===== config.mk =====
export PLATFORM = sky130hd
export DESIGN_NAME = msp_top
export DESIGN_NICKNAME = d
export VERILOG_FILES = /design/src/hdl/msp_pkg.sv /design/src/hdl/msp_top.sv
export VERILOG_INCLUDE_DIRS = /design/src /design/src/hdl
export SDC_FILE = /design/constraint.sdc
export NUM_CORES = 1
export LEC_CHECK = 0
export ABC_AREA = 1
export BUFFER_PORTS_ARGS = -buffer_cell sky130_fd_sc_hd__buf_2
export CORE_MARGIN = 1.5
export CORE_UTILIZATION = 30
export DETAILED_ROUTE_END_ITERATION = 10
export PLACE_DENSITY = 0.54
export SYNTH_ARGS = -nofsm -noshare
export SYNTH_HDL_FRONTEND = slang
export SYNTH_SLANG_ARGS = --single-unit

===== constraint.sdc =====
create_clock -name pclk -period 2.1 [get_ports pclk]
set_input_delay 0 -clock pclk [delete_from_list [all_inputs] [get_ports pclk]]
set_output_delay 0 -clock pclk [all_outputs]
set_load 0.005 [all_outputs]

===== src/hdl/msp_regs.svh =====
// Offsets, field positions and reset values for the mode/protect block.
// Assumes it is included by its bare name from the top module and the bench.
//------------------------------------------------------------
// Summary of operation
//------------------------------------------------------------
// Summary of operation
// - Mode pin low at reset release selects special test mode.
// - Test entry loads priority/mode with 50h, protection disabled.
// - Test bit set: relocation register writable any number of times.
// - Clearing test bit arms protection, then exactly one more write allowed.
// - Visibility bit one: special register reads leave data drivers off.
// - Visibility bit zero: special register reads drive their contents.
// - In test mode only the first write to the visibility bit counts.
// - Leaving test mode forces the visibility bit to zero.
// - Respond only while chip select is low; otherwise unselected.
// - Mode pin high at reset release selects normal mode.
// - Normal entry loads priority/mode with 00h, one relocation write allowed.
// - Normal mode ignores priority/mode writes until the next reset.
// - Protection locks only on an actual write, never on elapsed time.
// - Input strobe gets an extra synchroniser stage before the latch.
// - Port B and C outputs change after the falling clock edge.
// - Output strobe changes on the rising clock edge.
// - Mode pin latched at reset release, inverse held in test bit.
// - Reset pin synchronised, recognised only when low two clocks.
// - Relocation low nibble must match address bits 15 to 12.
// - Relocation upper nibble ignores writes and reads as zero.
`ifndef MSP_REGS_SVH
`define MSP_REGS_SVH

//------------------------------------------------------------
// Register byte offsets within the 4K block
//------------------------------------------------------------
`define MSP_OFF_RELOC 12'h000
`define MSP_OFF_PRIO 12'h004
`define MSP_OFF_PORTB 12'h008
`define MSP_OFF_PORTC 12'h00c
`define MSP_OFF_DDRC 12'h010
`define MSP_OFF_LATCH 12'h014

//------------------------------------------------------------
// Fields and reset values
//------------------------------------------------------------
`define MSP_TEST_BIT 6
`define MSP_RVB_BIT 4
`define MSP_PRIO_OTH_MASK 8'haf
`define MSP_PRIO_TEST_RST 8'h50
`define MSP_PRIO_NORM_RST 8'h00
`define MSP_RELOC_RST 4'h1

`endif


===== src/hdl/msp_pkg.sv =====
// Types shared by the mode/protect block.
// Assumes nothing beyond the register header.
package msp_pkg;
    // Decoded register selection
    typedef enum logic [2:0] {
        SEL_NONE = 3'b000,
        SEL_RELOC = 3'b001,
        SEL_PRIO = 3'b010,
        SEL_PORTB = 3'b011,
        SEL_PORTC = 3'b100,
        SEL_DDRC = 3'b101,
        SEL_LATCH = 3'b110
    } msp_sel_t;
endpackage : msp_pkg


===== src/hdl/msp_top.sv =====
// Mode select, relocation protect and port strobe logic behind an APB slave.
// Assumes APB on pclk; reset, mode, strobe and port C pins are asynchronous.
`timescale 1ns/1ns
`include "msp_regs.svh"

module msp_top (
    // Clock, reset, enable
    input wire logic pclk,
    input wire logic presetn,
    input wire logic clk_en,
    // APB slave
    input wire logic psel,
    input wire logic penable,
    input wire logic pwrite,
    input wire logic [15:0] paddr,
    input wire logic [31:0] pwdata,
    output logic [31:0] prdata,
    output logic pready,
    output logic pslverr,
    // Device pins in
    input wire logic reset_pin_n,
    input wire logic mode_sel,
    input wire logic chip_sel_n,
    input wire logic input_strobe,
    input wire logic [7:0] port_c_in,
    // Device pins out
    output logic bus_drive_en,
    output logic test_mode,
    output logic output_strobe,
    output logic [7:0] port_b_out,
    output logic [7:0] port_c_out,
    output logic [7:0] port_c_oe
);

    //------------------------------------------------------------
    // Address decode
    //------------------------------------------------------------
    // Used by both the read (setup) and write (access) paths
    function automatic msp_pkg::msp_sel_t decode(input logic [15:0] addr,
                                                 input logic [3:0] reloc);
        msp_pkg::msp_sel_t s;
        s = msp_pkg::SEL_NONE;
        if (addr[15:12] == reloc) begin
            unique case (addr[11:0])
                `MSP_OFF_RELOC: s = msp_pkg::SEL_RELOC;
                `MSP_OFF_PRIO: s = msp_pkg::SEL_PRIO;
                `MSP_OFF_PORTB: s = msp_pkg::SEL_PORTB;
                `MSP_OFF_PORTC: s = msp_pkg::SEL_PORTC;
                `MSP_OFF_DDRC: s = msp_pkg::SEL_DDRC;
                `MSP_OFF_LATCH: s = msp_pkg::SEL_LATCH;
                default: s = msp_pkg::SEL_NONE;
            endcase
        end
        return s;
    endfunction : decode

    //------------------------------------------------------------
    // Pin synchronisers
    //------------------------------------------------------------
    // Bits: 10 reset, 9 mode, 8 strobe, 7:0 port C
    logic [10:0] sync1_q, sync1_d;
    logic [10:0] sync2_q, sync2_d;
    logic rst3_q, rst3_d;
    logic stb3_q, stb3_d;
    logic stb4_q, stb4_d;
    logic rst_rec;
    logic stb_edge;

    // Next values; stage one feeds stage two only
    always_comb begin
        sync1_d = sync1_q;
        sync2_d = sync2_q;
        rst3_d = rst3_q;
        stb3_d = stb3_q;
        stb4_d = stb4_q;
        if (clk_en) begin
            sync1_d = {reset_pin_n, mode_sel, input_strobe, port_c_in};
            sync2_d = sync1_q;
            rst3_d = sync2_q[10];
            stb3_d = sync2_q[8];
            stb4_d = stb3_q;
        end
    end

    always_ff @(posedge pclk or negedge presetn) begin
        if (!presetn) begin
            sync1_q <= 11'h000;
            sync2_q <= 11'h000;
            rst3_q <= 1'b0;
            stb3_q <= 1'b0;
            stb4_q <= 1'b0;
        end else begin
            sync1_q <= sync1_d;
            sync2_q <= sync2_d;
            rst3_q <= rst3_d;
            stb3_q <= stb3_d;
            stb4_q <= stb4_d;
        end
    end

    // A one-cycle glitch on the pin is filtered out
    assign rst_rec = !sync2_q[10] && !rst3_q;
    // Rising edge only, taken after the extra stage
    assign stb_edge = stb3_q && !stb4_q;

    //------------------------------------------------------------
    // Core state and APB slave
    //------------------------------------------------------------
    logic [3:0] reloc_q, reloc_d;
    logic locked_q, locked_d;
    logic test_q, test_d;
    logic rvb_q, rvb_d;
    logic rvb_wr_q, rvb_wr_d;
    logic [7:0] oth_q, oth_d;
    logic [7:0] portb_q, portb_d;
    logic [7:0] portc_q, portc_d;
    logic [7:0] ddrc_q, ddrc_d;
    logic [7:0] pcl_q, pcl_d;
    logic ostb_q, ostb_d;
    logic pready_q, pready_d;
    logic pslverr_q, pslverr_d;
    logic drive_q, drive_d;
    logic [31:0] prdata_q, prdata_d;
    logic setup;
    logic wr;
    logic special;
    logic [7:0] prio_val;
    logic [7:0] prio_rst;
    msp_pkg::msp_sel_t rsel;
    msp_pkg::msp_sel_t wsel;

    assign setup = psel && !penable;
    // Unselected or reset cycles decode to nothing
    assign rsel = (chip_sel_n || rst_rec) ? msp_pkg::SEL_NONE
                                          : decode(paddr, reloc_q);
    assign wsel = decode(paddr, reloc_q);
    // Error answer already blocks unselected writes
    assign wr = psel && penable && pready_q && pwrite && !pslverr_q;
    assign special = (rsel == msp_pkg::SEL_RELOC) || (rsel == msp_pkg::SEL_PRIO);
    assign prio_val = oth_q | ({7'h00, test_q} << `MSP_TEST_BIT)
                    | ({7'h00, rvb_q} << `MSP_RVB_BIT);
    // Mode pin high gives normal, low gives test
    assign prio_rst = sync2_q[9] ? `MSP_PRIO_NORM_RST : `MSP_PRIO_TEST_RST;

    // Next values of registers and bus answer
    always_comb begin
        reloc_d = reloc_q;
        locked_d = locked_q;
        test_d = test_q;
        rvb_d = rvb_q;
        rvb_wr_d = rvb_wr_q;
        oth_d = oth_q;
        portb_d = portb_q;
        portc_d = portc_q;
        ddrc_d = ddrc_q;
        pcl_d = pcl_q;
        ostb_d = ostb_q;
        pready_d = pready_q;
        pslverr_d = pslverr_q;
        drive_d = drive_q;
        prdata_d = prdata_q;
        if (clk_en) begin
            // Answer is prepared in setup, shown in access
            pready_d = setup;
            pslverr_d = setup && (rsel == msp_pkg::SEL_NONE);
            drive_d = 1'b0;
            prdata_d = 32'h0000_0000;
            ostb_d = wr && (wsel == msp_pkg::SEL_PORTB);
            if (setup && !pwrite) begin
                // Hidden reads keep drivers off and return zero
                drive_d = (rsel != msp_pkg::SEL_NONE) && !(special && rvb_q);
                unique case (rsel)
                    msp_pkg::SEL_RELOC: prdata_d = {28'h0000000, reloc_q};
                    msp_pkg::SEL_PRIO: prdata_d = {24'h000000, prio_val};
                    msp_pkg::SEL_PORTB: prdata_d = {24'h000000, portb_q};
                    msp_pkg::SEL_PORTC: prdata_d = {24'h000000, portc_q};
                    msp_pkg::SEL_DDRC: prdata_d = {24'h000000, ddrc_q};
                    msp_pkg::SEL_LATCH: prdata_d = {24'h000000, pcl_q};
                    msp_pkg::SEL_NONE: prdata_d = 32'h0000_0000;
                endcase
                if (special && rvb_q) begin
                    prdata_d = 32'h0000_0000;
                end
            end
            if (stb_edge) begin
                pcl_d = sync2_q[7:0];
            end
            if (wr) begin
                unique case (wsel)
                    msp_pkg::SEL_RELOC: begin
                        // Only a real write locks; no timeout exists
                        if (test_q || !locked_q) begin
                            reloc_d = pwdata[3:0];
                            locked_d = !test_q;
                        end
                    end
                    msp_pkg::SEL_PRIO: begin
                        if (test_q) begin
                            oth_d = pwdata[7:0] & `MSP_PRIO_OTH_MASK;
                            if (!pwdata[`MSP_TEST_BIT]) begin
                                // Test mode cannot be re-entered by software
                                test_d = 1'b0;
                                rvb_d = 1'b0;
                                locked_d = 1'b0;
                            end else if (!rvb_wr_q) begin
                                rvb_d = pwdata[`MSP_RVB_BIT];
                                rvb_wr_d = 1'b1;
                            end
                        end
                    end
                    msp_pkg::SEL_PORTB: portb_d = pwdata[7:0];
                    msp_pkg::SEL_PORTC: portc_d = pwdata[7:0];
                    msp_pkg::SEL_DDRC: ddrc_d = pwdata[7:0];
                    default: begin
                    end
                endcase
            end
            if (rst_rec) begin
                // Held each cycle, so the last sample before release wins
                reloc_d = `MSP_RELOC_RST;
                locked_d = 1'b0;
                test_d = prio_rst[`MSP_TEST_BIT];
                rvb_d = prio_rst[`MSP_RVB_BIT];
                oth_d = prio_rst & `MSP_PRIO_OTH_MASK;
                rvb_wr_d = 1'b0;
                portb_d = 8'h00;
                portc_d = 8'h00;
                ddrc_d = 8'h00;
                pcl_d = 8'h00;
                ostb_d = 1'b0;
            end
        end
    end

    always_ff @(posedge pclk or negedge presetn) begin
        if (!presetn) begin
            reloc_q <= `MSP_RELOC_RST;
            locked_q <= 1'b0;
            test_q <= 1'b0;
            rvb_q <= 1'b0;
            rvb_wr_q <= 1'b0;
            oth_q <= 8'h00;
            portb_q <= 8'h00;
            portc_q <= 8'h00;
            ddrc_q <= 8'h00;
            pcl_q <= 8'h00;
            ostb_q <= 1'b0;
            pready_q <= 1'b0;
            pslverr_q <= 1'b0;
            drive_q <= 1'b0;
            prdata_q <= 32'h0000_0000;
        end else begin
            reloc_q <= reloc_d;
            locked_q <= locked_d;
            test_q <= test_d;
            rvb_q <= rvb_d;
            rvb_wr_q <= rvb_wr_d;
            oth_q <= oth_d;
            portb_q <= portb_d;
            portc_q <= portc_d;
            ddrc_q <= ddrc_d;
            pcl_q <= pcl_d;
            ostb_q <= ostb_d;
            pready_q <= pready_d;
            pslverr_q <= pslverr_d;
            drive_q <= drive_d;
            prdata_q <= prdata_d;
        end
    end

    //------------------------------------------------------------
    // Port outputs on the falling edge
    //------------------------------------------------------------
    logic [7:0] pbo_q, pbo_d;
    logic [7:0] pco_q, pco_d;
    logic [7:0] pce_q, pce_d;

    // Half a cycle later than the register write
    always_comb begin
        pbo_d = pbo_q;
        pco_d = pco_q;
        pce_d = pce_q;
        if (clk_en) begin
            pbo_d = portb_q;
            pco_d = portc_q;
            pce_d = ddrc_q;
        end
    end

    always_ff @(negedge pclk or negedge presetn) begin
        if (!presetn) begin
            pbo_q <= 8'h00;
            pco_q <= 8'h00;
            pce_q <= 8'h00;
        end else begin
            pbo_q <= pbo_d;
            pco_q <= pco_d;
            pce_q <= pce_d;
        end
    end

    // Every output straight from a flop
    assign prdata = prdata_q;
    assign pready = pready_q;
    assign pslverr = pslverr_q;
    assign bus_drive_en = drive_q;
    assign test_mode = test_q;
    assign output_strobe = ostb_q;
    assign port_b_out = pbo_q;
    assign port_c_out = pco_q;
    assign port_c_oe = pce_q;
endmodule : msp_top


== Word level (Yosys, flattened, before mapping) ==
Cells that the tools add are included.

* Register bits after elaboration: 133

* Eq/ne operators: 21
* Muxes and demuxes: 50
* Bitwise operators: 2
* Reduce and logical (&&, ||, !) cells: 48

{| class="wikitable"
|+ Operators with widths
! cell !! count
|-
| $pmux W32 S7 || 1
|-
| $mux W8 || 15
|-
| $mux W32 || 2
|-
| $eq A12 B4 Y1 const B || 2
|-
| $eq A12 B5 Y1 const B || 2
|-
| $mux W1 || 23
|-
| $reduce_bool A2 Y1 || 10
|-
| $pmux W3 S6 || 1
|-
| $mux W4 || 4
|-
| $eq A3 B3 Y1 const B || 5
|-
| $eq A12 B3 Y1 const B || 1
|-
| $eq A3 B2 Y1 const B || 4
|-
| $logic_and A1 B1 Y1 || 12
|-
| $logic_not A12 Y1 || 1
|-
| $ne A3 B3 Y1 const B || 4
|-
| $reduce_and A3 Y1 || 4
|-
| $reduce_and A5 Y1 || 2
|-
| $logic_not A1 Y1 || 9
|-
| $or A8 B5 Y8 || 1
|-
| $or A8 B7 Y8 || 1
|-
| $reduce_and A4 Y1 || 2
|-
| $mux W7 || 1
|-
| $eq A3 B1 Y1 const B || 2
|-
| $mux W3 || 2
|-
| 7 further kinds || 10
|}

== Longest topological paths before layout ==
Gate-level depths: netlist (run 1).

* Word-level depth: 10
* Depth in mapped cells: 16

==> summary.md, run 1 <==
| Metric | Value |
|---|---|
| Top-Level Pins | 127 |
| Initial DRT Pass Iterations | 5 |
| Setup WS post-layout | 0.0447 ns |
| Ratio of final minimum period to clock period | 0.979 |
| Slew @ Worst Pin | 0.621 ns |
| Worst setup SP type | register |
| Unrepaired setup endpoints after global routing | true |
| CTS tree | yes |
| Synth area leaders | dfrtp_1 (38%), nand2_1 (17%), dfrtn_1 (11%) |
| Synthesized flop and latch total | 107 |
| DRT antenna net count | 0 |
| Placed cells | 985 |
| Hold path endpoint | portb_q[7] |
| Worst-Skew Late Latency | 0.35 ns |
| Via Count | 4684 |
| FILL cells | 1821 |
| CTS Buffer Depth | 2 |
| Dpl cell area | 6230 sq um |
| PwrDens | 835 nW/um^2 |
| Leading registers by flop count | sync1_q (11), sync2_q (11) |
| Die W | 137 microns |
| Final setup viols | 0 |
| Slew headroom | 0.586 |
| HPWL Detailed | 10.6 mm |
| Hold crit path type | in2reg |
| CP max stage cell | dfstp_2 |
| Hold Fails Final Rpt | 0 |
| Max VDD drop | 549 uV |
| Antenna cells | 0 |
| CTS Buf Count | 9 |
| CP Cell Sequence | inv_2 > nand2_2 > nand2_2 > nor2_4 > nand2_4 > inv_8 > nand3_4 > nor2_4 > o21ai_4 > nor2_4 > buf_12 > nand2_1 > o21a_1 |
| Iter 0 DRT Violations | 205 |
| Total wire length | 14.3 mm |
| Place WS | -0.00807 ns |
| Die ar. | 18800 sq um |
| Total global-route track usage | 0.158 |
| Worst Path Arrival | 2.30 ns |
| Utilization after layout | 0.400 |
| Antenna violations before repair | 0 |
| Commonest non-fill, non-tap cell in the layout | nand2_1 |
| Seq/Total Area, Yosys | 0.496 |
| Synth-to-Final Area Change | 29.4% |
| Leakage power | 3.62 nW |
| Root buffer cell | clkbuf_16 |
| R2r startpoint | reloc_q[0] |
| PortBufs | 78 |
| Drt drc | 0 |
| Starting Density | 0.309 |
| Pin count of the biggest net entering global routing | 47 |
| Clock transition at path regs | 0.07 ns |
| Routed vias/inst | 4.56 |
| Status | completed |
| Post-synth top area cell | dfrtp_1 |
| Final Power | 5.84 mW |
| Distinct cell type count after synthesis | 41 |
| Final GP Congestion | 0.830 |
| Reg area | 2680 sq um |
| Finished Layout Cells | 1028 |
| WHS Path Cells | 3 |
| Post-synthesis instance total | 666 |
| FF-to-FF End | oth_q[3] |
| Hold WS | 0.00570 ns |
| Placeable Area | 17500 sq um |
| Most frequent cells in the layout | nand2_1 (230), dfrtp_1 (82), buf_2 (77) |
| Total negative slack | 0 ns |
| Slew Viols, Final | 0 |
| Max Cap Viol | 0 |
| Post-Syn Area | 5400 sq um |
| First-pass GRT wire length | 22.5 mm |
| Routed WL per cell | 14.0 microns |
| Fin Clk Skew | 0.00894 ns |
| Crit path required time | 2.34 ns |
| H-tree levels | 3 |
| Layout net count | 865 |
| Total grt overflow | 0 |
| Fin area | 6990 sq um |
| Hold_sp | pwdata[7] |
| Max Clk Rate | 0.487 GHz |
| Rows | 48 |
| Vias in the first global route | 4272 |
| Synthesized area per cell | 8.11 sq um |
| Register-to-Register Path Depth | 13 |
| Worst setup EP type | register |
| Minimum clock period | 2.06 ns |
| Clock Sinks | 107 |
| Multi-input logic area | 2480 sq um |
| Die Ht | 137 microns |
| Cell mode on critical path | nor2_4 |
| Ratio of cells with drive above 1 in the final layout | 0.294 |
| WS Path Type | reg2reg |
| Critical path's largest stage delay | 0.54 ns |
| Post-synth top area share | 0.380 |
| Critical Path Fanout Max | 6 |
| Reg2Reg Setup Slack | 0.04 ns |
| Total of warnings raised by yosys | 0 |
[worst max path at each step]
stage,endpoint,slack (ns),cells past startpoint,from
floorplan,port_b_out[5],0.02,5,clk_en
global placement,prdata[3],0.02,14,reloc_q[0]
detailed placement,oth_q[1],-0.008,13,reloc_q[0]
CTS,prdata[2],0.02,14,reloc_q[0]
global route,oth_q[3],-0.05,13,reloc_q[0]
finish,oth_q[3],0.04,13,reloc_q[0]
[cell usage after synthesis (all sizes together)]
master	n
a22o	1
a21boi	3
nand3	52
o22ai	9
clkbuf	14
o21a	6
a21oi	11
o21ai	52
o31ai	2
nor3	2
conb	1
nand2	253
buf	30
a41oi	1
o21bai	1
dfstp	1
dfrtn	24
inv	59
nor4	2
nor2	51
xor2	1
nand4	7
nand3b	1
dfrtp	82
[kinds of logic after synthesis]
logic type | Yosys count | synth area share
xor+xnor | 1 | 0.00162
other cells | 1 | 0.000694
buf+inv | 103 | 0.0942
compound gates | 86 | 0.103
flops | 107 | 0.496
simple gates | 368 | 0.305
[cell type report]
class / instances / share of cell area
multi-input cells: 479 / 0.355
inverters: 59 / 0.0331
clock inverters: 4 / 0.00734
well taps: 225 / 0.0403
flip-flops and latches: 107 / 0.383
repair buffers: 142 / 0.146
clock buffers: 11 / 0.0347
repair inverters: 1 / 0.000895
[power breakdown]
part	internal [mW]	switching, mW	leakage (nW)
Combinational	0.560	0.706	2.12
Clock	0.952	0.754	0.142
Sequential	2.53	0.338	1.36
[worst max-delay path, delay by kind of cell, from the launching register on]
kind / cells / cell delay (ns)
simple gates: 8 / 0.92
flops: 1 / 0.54
buf+inv: 3 / 0.30
compound gates: 2 / 0.20
[layer usage]
layer  wire (microns)  vias to the layer above  share of wire  GRT usage
met2             6450                      134           0.45      0.249
met1             6980                     2191           0.49      0.225
li1                 -                     2347              -          -
met5                0                        -              0          0
met3              732                       12          0.051     0.0324
met4              178                        0          0.012     0.0351
[timing repair]
action                     in CTS  in global routing
pin swaps                       0                 14
hold endpoints to repair       39                  0
gates cloned                    0                  2
setup endpoints to repair       7                 33
hold buffers                   15                  0
setup buffers                   0                 11
gates resized for setup         1                 56
Note: power is estimated with default switching activity, not from simulation.
==> run 2: changes to the inputs <==
--- a/config.mk
+++ b/config.mk
@@ -10,8 +10,10 @@
 export BUFFER_PORTS_ARGS = -buffer_cell sky130_fd_sc_hd__buf_2
 export CORE_MARGIN = 1.5
 export CORE_UTILIZATION = 30
+export CTS_BUF_LIST = sky130_fd_sc_hd__clkbuf_16
 export DETAILED_ROUTE_END_ITERATION = 10
 export PLACE_DENSITY = 0.54
+export RECOVER_POWER = 100
 export SYNTH_ARGS = -nofsm -noshare
 export SYNTH_HDL_FRONTEND = slang
 export SYNTH_SLANG_ARGS = --single-unit
==> run 2 against run 1 <==
Against the previous run: clock-buffer cell count fell by 2; clock power decreased by 2%; final cell count unchanged; global-route usage barely moved; cell area decreased by 0.54%; die area did not move; via count is 0.41% higher; critical path depth stayed put; register-to-register slack is essentially flat; sequential power about the same; critical endpoint is now prdata[5].
==> summary.md, run 2 (same netlist as run 1, synthesis figures left out) <==
| Metric | Value |
|---|---|
| Status | completed |
| Setup WS post-layout | 0.0490 ns |
| First-pass GRT wire length | 22.5 mm |
| Antenna cells | 0 |
| Top-Level Pins | 127 |
| Placed cells | 985 |
| Most frequent cells in the layout | nand2_1 (230), dfrtp_1 (82), buf_2 (66) |
| Rows | 48 |
| R2r startpoint | reloc_q[0] |
| Routed vias/inst | 4.57 |
| Initial DRT Pass Iterations | 5 |
| Unrepaired setup endpoints after global routing | true |
| Total global-route track usage | 0.158 |
| Via Count | 4703 |
| Slew @ Worst Pin | 1.21 ns |
| WS Path Type | reg2reg |
| Reg2Reg Setup Slack | 0.05 ns |
| Worst-Skew Late Latency | 0.35 ns |
| Die W | 137 microns |
| Worst setup EP type | register |
| CP max stage cell | dfstp_2 |
| DRT antenna net count | 0 |
| Pin count of the biggest net entering global routing | 47 |
| Worst setup SP type | register |
| Drt drc | 0 |
| Starting Density | 0.309 |
| Worst path bufs/invs | 4 |
| Leakage power | 3.56 nW |
| CP Cell Sequence | inv_2 > nand2_2 > nand2_2 > nor2_4 > nand2_4 > a21oi_4 > buf_6 > buf_4 > buf_4 > nand3_1 > o21ai_0 > o21ai_2 > nand2_1 |
| Finished Layout Cells | 1028 |
| Ratio of final minimum period to clock period | 0.977 |
| Iter 0 DRT Violations | 213 |
| Max Clk Rate | 0.488 GHz |
| CTS Buffer Depth | 2 |
| Total wire length | 14.3 mm |
| Root buffer cell | clkbuf_16 |
| Hold path endpoint | portb_q[7] |
| Antenna violations before repair | 0 |
| Die ar. | 18800 sq um |
| CTS tree | yes |
| HPWL Detailed | 10.6 mm |
| Commonest non-fill, non-tap cell in the layout | nand2_1 |
| Placeable Area | 17500 sq um |
| H-tree levels | 3 |
| Critical path's largest stage delay | 0.54 ns |
| Fin area | 6950 sq um |
| PortBufs | 78 |
| WHS Path Cells | 3 |
| FF-to-FF End | prdata[5] |
| Final setup viols | 0 |
| Dpl cell area | 6230 sq um |
| CTS Buf Count | 9 |
| Leading registers by flop count | sync1_q (11), sync2_q (11) |
| Synth-to-Final Area Change | 28.7% |
| Place WS | -0.00807 ns |
| PwrDens | 833 nW/um^2 |
| Ratio of cells with drive above 1 in the final layout | 0.275 |
| Register-to-Register Path Depth | 13 |
| Clock Sinks | 107 |
| Utilization after layout | 0.398 |
| Clock transition at path regs | 0.07 ns |
| Slew headroom | 0.195 |
| Hold crit path type | in2reg |
| Final GP Congestion | 0.830 |
| Die Ht | 137 microns |
| Max Cap Viol | 0 |
| Worst Path Arrival | 2.34 ns |
| Critical Path Fanout Max | 5 |
| Critical path depth in cells | 13 |
| Minimum clock period | 2.05 ns |
| Delay-heaviest family, CP | flip-flops |
| Max VDD drop | 503 uV |
| Fin Clk Skew | 0.00793 ns |
| Slew Viols, Final | 0 |
| Total grt overflow | 0 |
| Layout net count | 865 |
| Hold Fails Final Rpt | 0 |
| Crit path required time | 2.39 ns |
| Vias in the first global route | 4275 |
| Routed WL per cell | 14.0 microns |
| Hold_sp | pwdata[7] |
run 2: worst reg2reg max path: cells and delay by family, from the launching register on:
kind / cells / cell delay, ns
compound gates: 3 / 0.54
buf+inv: 4 / 0.38
flops: 1 / 0.54
simple gates: 6 / 0.53
run 2: layout make-up:
cell class                 instances  area [sq um]
timing repair buffer             142           991
clock buffer                       9           225
sequential                       107          2680
multi-input combinational        479          2480
fill                            1832         10500
clock inverter                     6          58.8
timing repair inverter             1          6.26
tap                              225           282
inverter                          59           231
run 2: repair_timing:
item / CTS / global route
hold buffers: 15 / 0
endpoints found under the hold margin: 39 / 0
pin swaps: 0 / 14
cloned: 0 / 2
gates resized for setup: 1 / 56
buffers inserted: 0 / 11
setup endpoints to repair: 7 / 33
run 2: per-layer routing:
metal | vias up | share of wire | GRT usage
met5 | - | 0 | 0
met4 | 0 | 0.012 | 0.0351
met3 | 12 | 0.056 | 0.0324
met2 | 145 | 0.45 | 0.250
met1 | 2197 | 0.48 | 0.225
li1 | 2349 | - | -
run 2: power breakdown:
group	switching (mW)	internal (mW)	total [mW]	leakage [nW]
clock network	0.755	0.910	1.67	0.140
registers	0.340	2.53	2.87	1.36
logic	0.705	0.554	1.26	2.06
total	1.80	3.99	5.79	3.56
run 2: worst max path at each step:
stage | from | to | slack, ns
after floorplan | clk_en | port_b_out[5] | 0.02
after global placement | reloc_q[0] | prdata[3] | 0.02
after detailed placement | reloc_q[0] | oth_q[1] | -0.008
after CTS | reloc_q[0] | prdata[2] | 0.02
after global routing | reloc_q[0] | oth_q[3] | -0.05
final | reloc_q[0] | prdata[5] | 0.05
run 2: metrics by stage:
step                power, mW  TNS [ns]  hold WS [ns]
floorplan                3.54         0        -0.296
global placement         4.05         0        -0.114
detailed placement       4.07   -0.0183        -0.112
CTS                      5.78         0     0.0000128
global route             6.16    -0.406        0.0167
finish                   5.79         0       0.00547
==> run 3: changes to the inputs <==
--- a/config.mk
+++ b/config.mk
@@ -9,10 +9,10 @@
 export ABC_AREA = 1
 export BUFFER_PORTS_ARGS = -buffer_cell sky130_fd_sc_hd__buf_2
 export CORE_MARGIN = 1.5
-export CORE_UTILIZATION = 30
+export CORE_UTILIZATION = 40
 export CTS_BUF_LIST = sky130_fd_sc_hd__clkbuf_16
 export DETAILED_ROUTE_END_ITERATION = 10
-export PLACE_DENSITY = 0.54
+export PLACE_DENSITY = 0.66
 export RECOVER_POWER = 100
 export SYNTH_ARGS = -nofsm -noshare
 export SYNTH_HDL_FRONTEND = slang
==> run 3 against run 2 <==
Against the previous run: clock skew grew 0.0012 ns; hold slack is essentially flat; highest routed layer unchanged; critical path type unchanged; combinational power shrank 7%; first-iteration DRC count grew 37%; sequential power is essentially flat; clock-buffer cell count is the same.
==> summary.md, run 3 (same netlist as run 1, synthesis figures left out) <==
| Metric | Value |
|---|---|
| Worst-Skew Late Latency | 0.35 ns |
| Worst setup SP type | register |
| Root buffer cell | clkbuf_16 |
| PortBufs | 78 |
| DR top layer | met4 |
| Slew Viols, Final | 0 |
| Leading registers by flop count | sync1_q (11), sync2_q (11) |
| Slew headroom | 0.258 |
| Initial DRT Pass Iterations | 4 |
| Fin Clk Skew | 0.00918 ns |
| Ratio of final minimum period to clock period | 0.947 |
| Via Count | 4589 |
| Hold crit path type | in2reg |
| Final Power | 5.70 mW |
| Placeable Area | 13200 sq um |
| CTS Buffer Depth | 2 |
| Ratio of cells with drive above 1 in the final layout | 0.238 |
| CTS tree | yes |
| Antenna cells | 0 |
| Max Clk Rate | 0.503 GHz |
| Most frequent cells in the layout | nand2_1 (236), dfrtp_1 (82), buf_2 (72) |
| Clock transition at path regs | 0.07 ns |
| Max Cap Viol | 0 |
| Max VDD drop | 497 uV |
| Unrepaired setup endpoints after global routing | true |
| Net Sw Frac | 0.305 |
| First-pass GRT wire length | 21.7 mm |
| Final setup viols | 0 |
| Pin count of the biggest net entering global routing | 61 |
| Final GP Congestion | 0.865 |
| Layout net count | 846 |
| Leakage power | 3.43 nW |
| Synth-to-Final Area Change | 22.3% |
| Total negative slack | 0 ns |
| Minimum clock period | 1.99 ns |
| Rows | 42 |
| Worst Path Arrival | 2.27 ns |
| Clock share of power | 0.293 |
| Met2 WL post-DR | 6.32 mm |
| Total grt overflow | 0 |
| Clock Sinks | 107 |
| Met3 wire len | 767 microns |
| Worst setup EP type | register |
| Metal-1 WL | 5.74 mm |
| Drt drc | 0 |
| Cell-internal power | 3.96 mW |
| Vias in the first global route | 4328 |
| Iter 0 DRT Violations | 292 |
| Routed WL per cell | 13.5 microns |
| Total wire length | 13.0 mm |
| CTS Buf Count | 9 |
| DRT antenna net count | 0 |
| Total global-route track usage | 0.193 |
| Commonest non-fill, non-tap cell in the layout | nand2_1 |
| Combinational cell fraction of total power | 0.206 |
| Utilization after layout | 0.501 |
| Critical Path Fanout Max | 8 |
| Status | completed |
| WS Path Type | reg2reg |
| PwrDens | 862 nW/um^2 |
| Hold Fails Final Rpt | 0 |
| Die ar. | 14200 sq um |
| Slew @ Worst Pin | 1.11 ns |
| Top-Level Pins | 127 |
| Crit path required time | 2.38 ns |
| Switching pwr | 1.74 mW |
| Die W | 119 microns |
| Starting Density | 0.410 |
| Antenna violations before repair | 0 |
| Die Ht | 119 microns |
| Placed cells | 926 |
| H-tree levels | 3 |
| Seq pwr share | 0.501 |
| Routed vias/inst | 4.78 |
| Finished Layout Cells | 961 |
| HPWL Detailed | 9.57 mm |
==> run 3: cell count changes in the layout (fill, tap and decap cells not counted), moves of 3 or more <==
cell	delta
nand2_4	-3
buf_2	+6
nand3_1	+9
nand2_2	-3
o21ai_2	-4
nand3_2	-8
clkbuf_1	-5
nand2_1	+6
o21ai_1	+5
buf_6	-3
buf_4	-15
==> run 3: power groups by stage <==
stage               logic [mW]  clock network [mW]  registers [mW]
floorplan                0.726                   0            2.81
global placement          1.11                   0            2.88
detailed placement        1.13                   0            2.88
CTS                       1.16                1.70            2.85
global route              1.34                1.80            2.92
finish                    1.17                1.67            2.85
==> run 3: critical path: stages, from the launching register on <==
cell and delay, ns:
dfstp_2 0.55, inv_2 0.04, nand2_1 0.04, nand2_1 0.05, nor2_2 0.12, nand2_4 0.12, a21oi_4 0.20, nand2_4 0.11
nor3_4 0.23, buf_12 0.15, nand2_1 0.06, nand3_1 0.11, o21ai_2 0.08, nand2_1 0.05
==> run 3: layout make-up <==
type	count	area, sq um
clock buffer	9	225
sequential	107	2680
multi-input combinational	479	2380
inverter	59	226
timing repair buffer	123	806
clock inverter	7	67.6
tap	176	220
fill	1319	6580
timing repair inverter	1	6.26
==> run 3: routing by layer <==
layer | up-vias | track usage
met5 | - | 0
met4 | 0 | 0.0535
met3 | 12 | 0.0421
met2 | 118 | 0.316
met1 | 2150 | 0.259
li1 | 2309 | -
==> run 3: per-stage QoR <==
stage / worst slack (ns) / instance area [sq um] / hold slack, ns
after floorplan: 0.0240 / 5490 / -0.296
after global placement: 0.0149 / 6080 / 0.0121
after detailed placement: -0.0652 / 6080 / 0.0200
after CTS: 0.0161 / 6520 / 0.0107
after global routing: -0.0254 / 6610 / 0.0334
final: 0.111 / 6610 / 0.00540
==> run 3: worst paths after layout <==
kind / endpoint / depth (start not counted) / slack (ns) / from
min in group asynchronous: sync1_q[10] / 2 / 0.17 / presetn
worst max register to register: prdata[0] / 13 / 0.11 / reloc_q[0]
max in group asynchronous: reloc_q[1] / 3 / 0.53 / presetn
worst min-delay path: rvb_q / 3 / 0.005 / pwdata[4]
worst max-delay path: prdata[0] / 13 / 0.11 / reloc_q[0]
worst min register to register: port_c_out[0] / 2 / 0.41 / port_c_out[0]
==> run 3: repair_timing <==
item / CTS / global route
hold endpoints to repair: 24 / 0
resized for setup: 2 / 27
gates cloned: 0 / 1
pin swaps: 0 / 13
hold buffers: 14 / 0
setup buffers: 0 / 5
setup endpoints to repair: 18 / 37
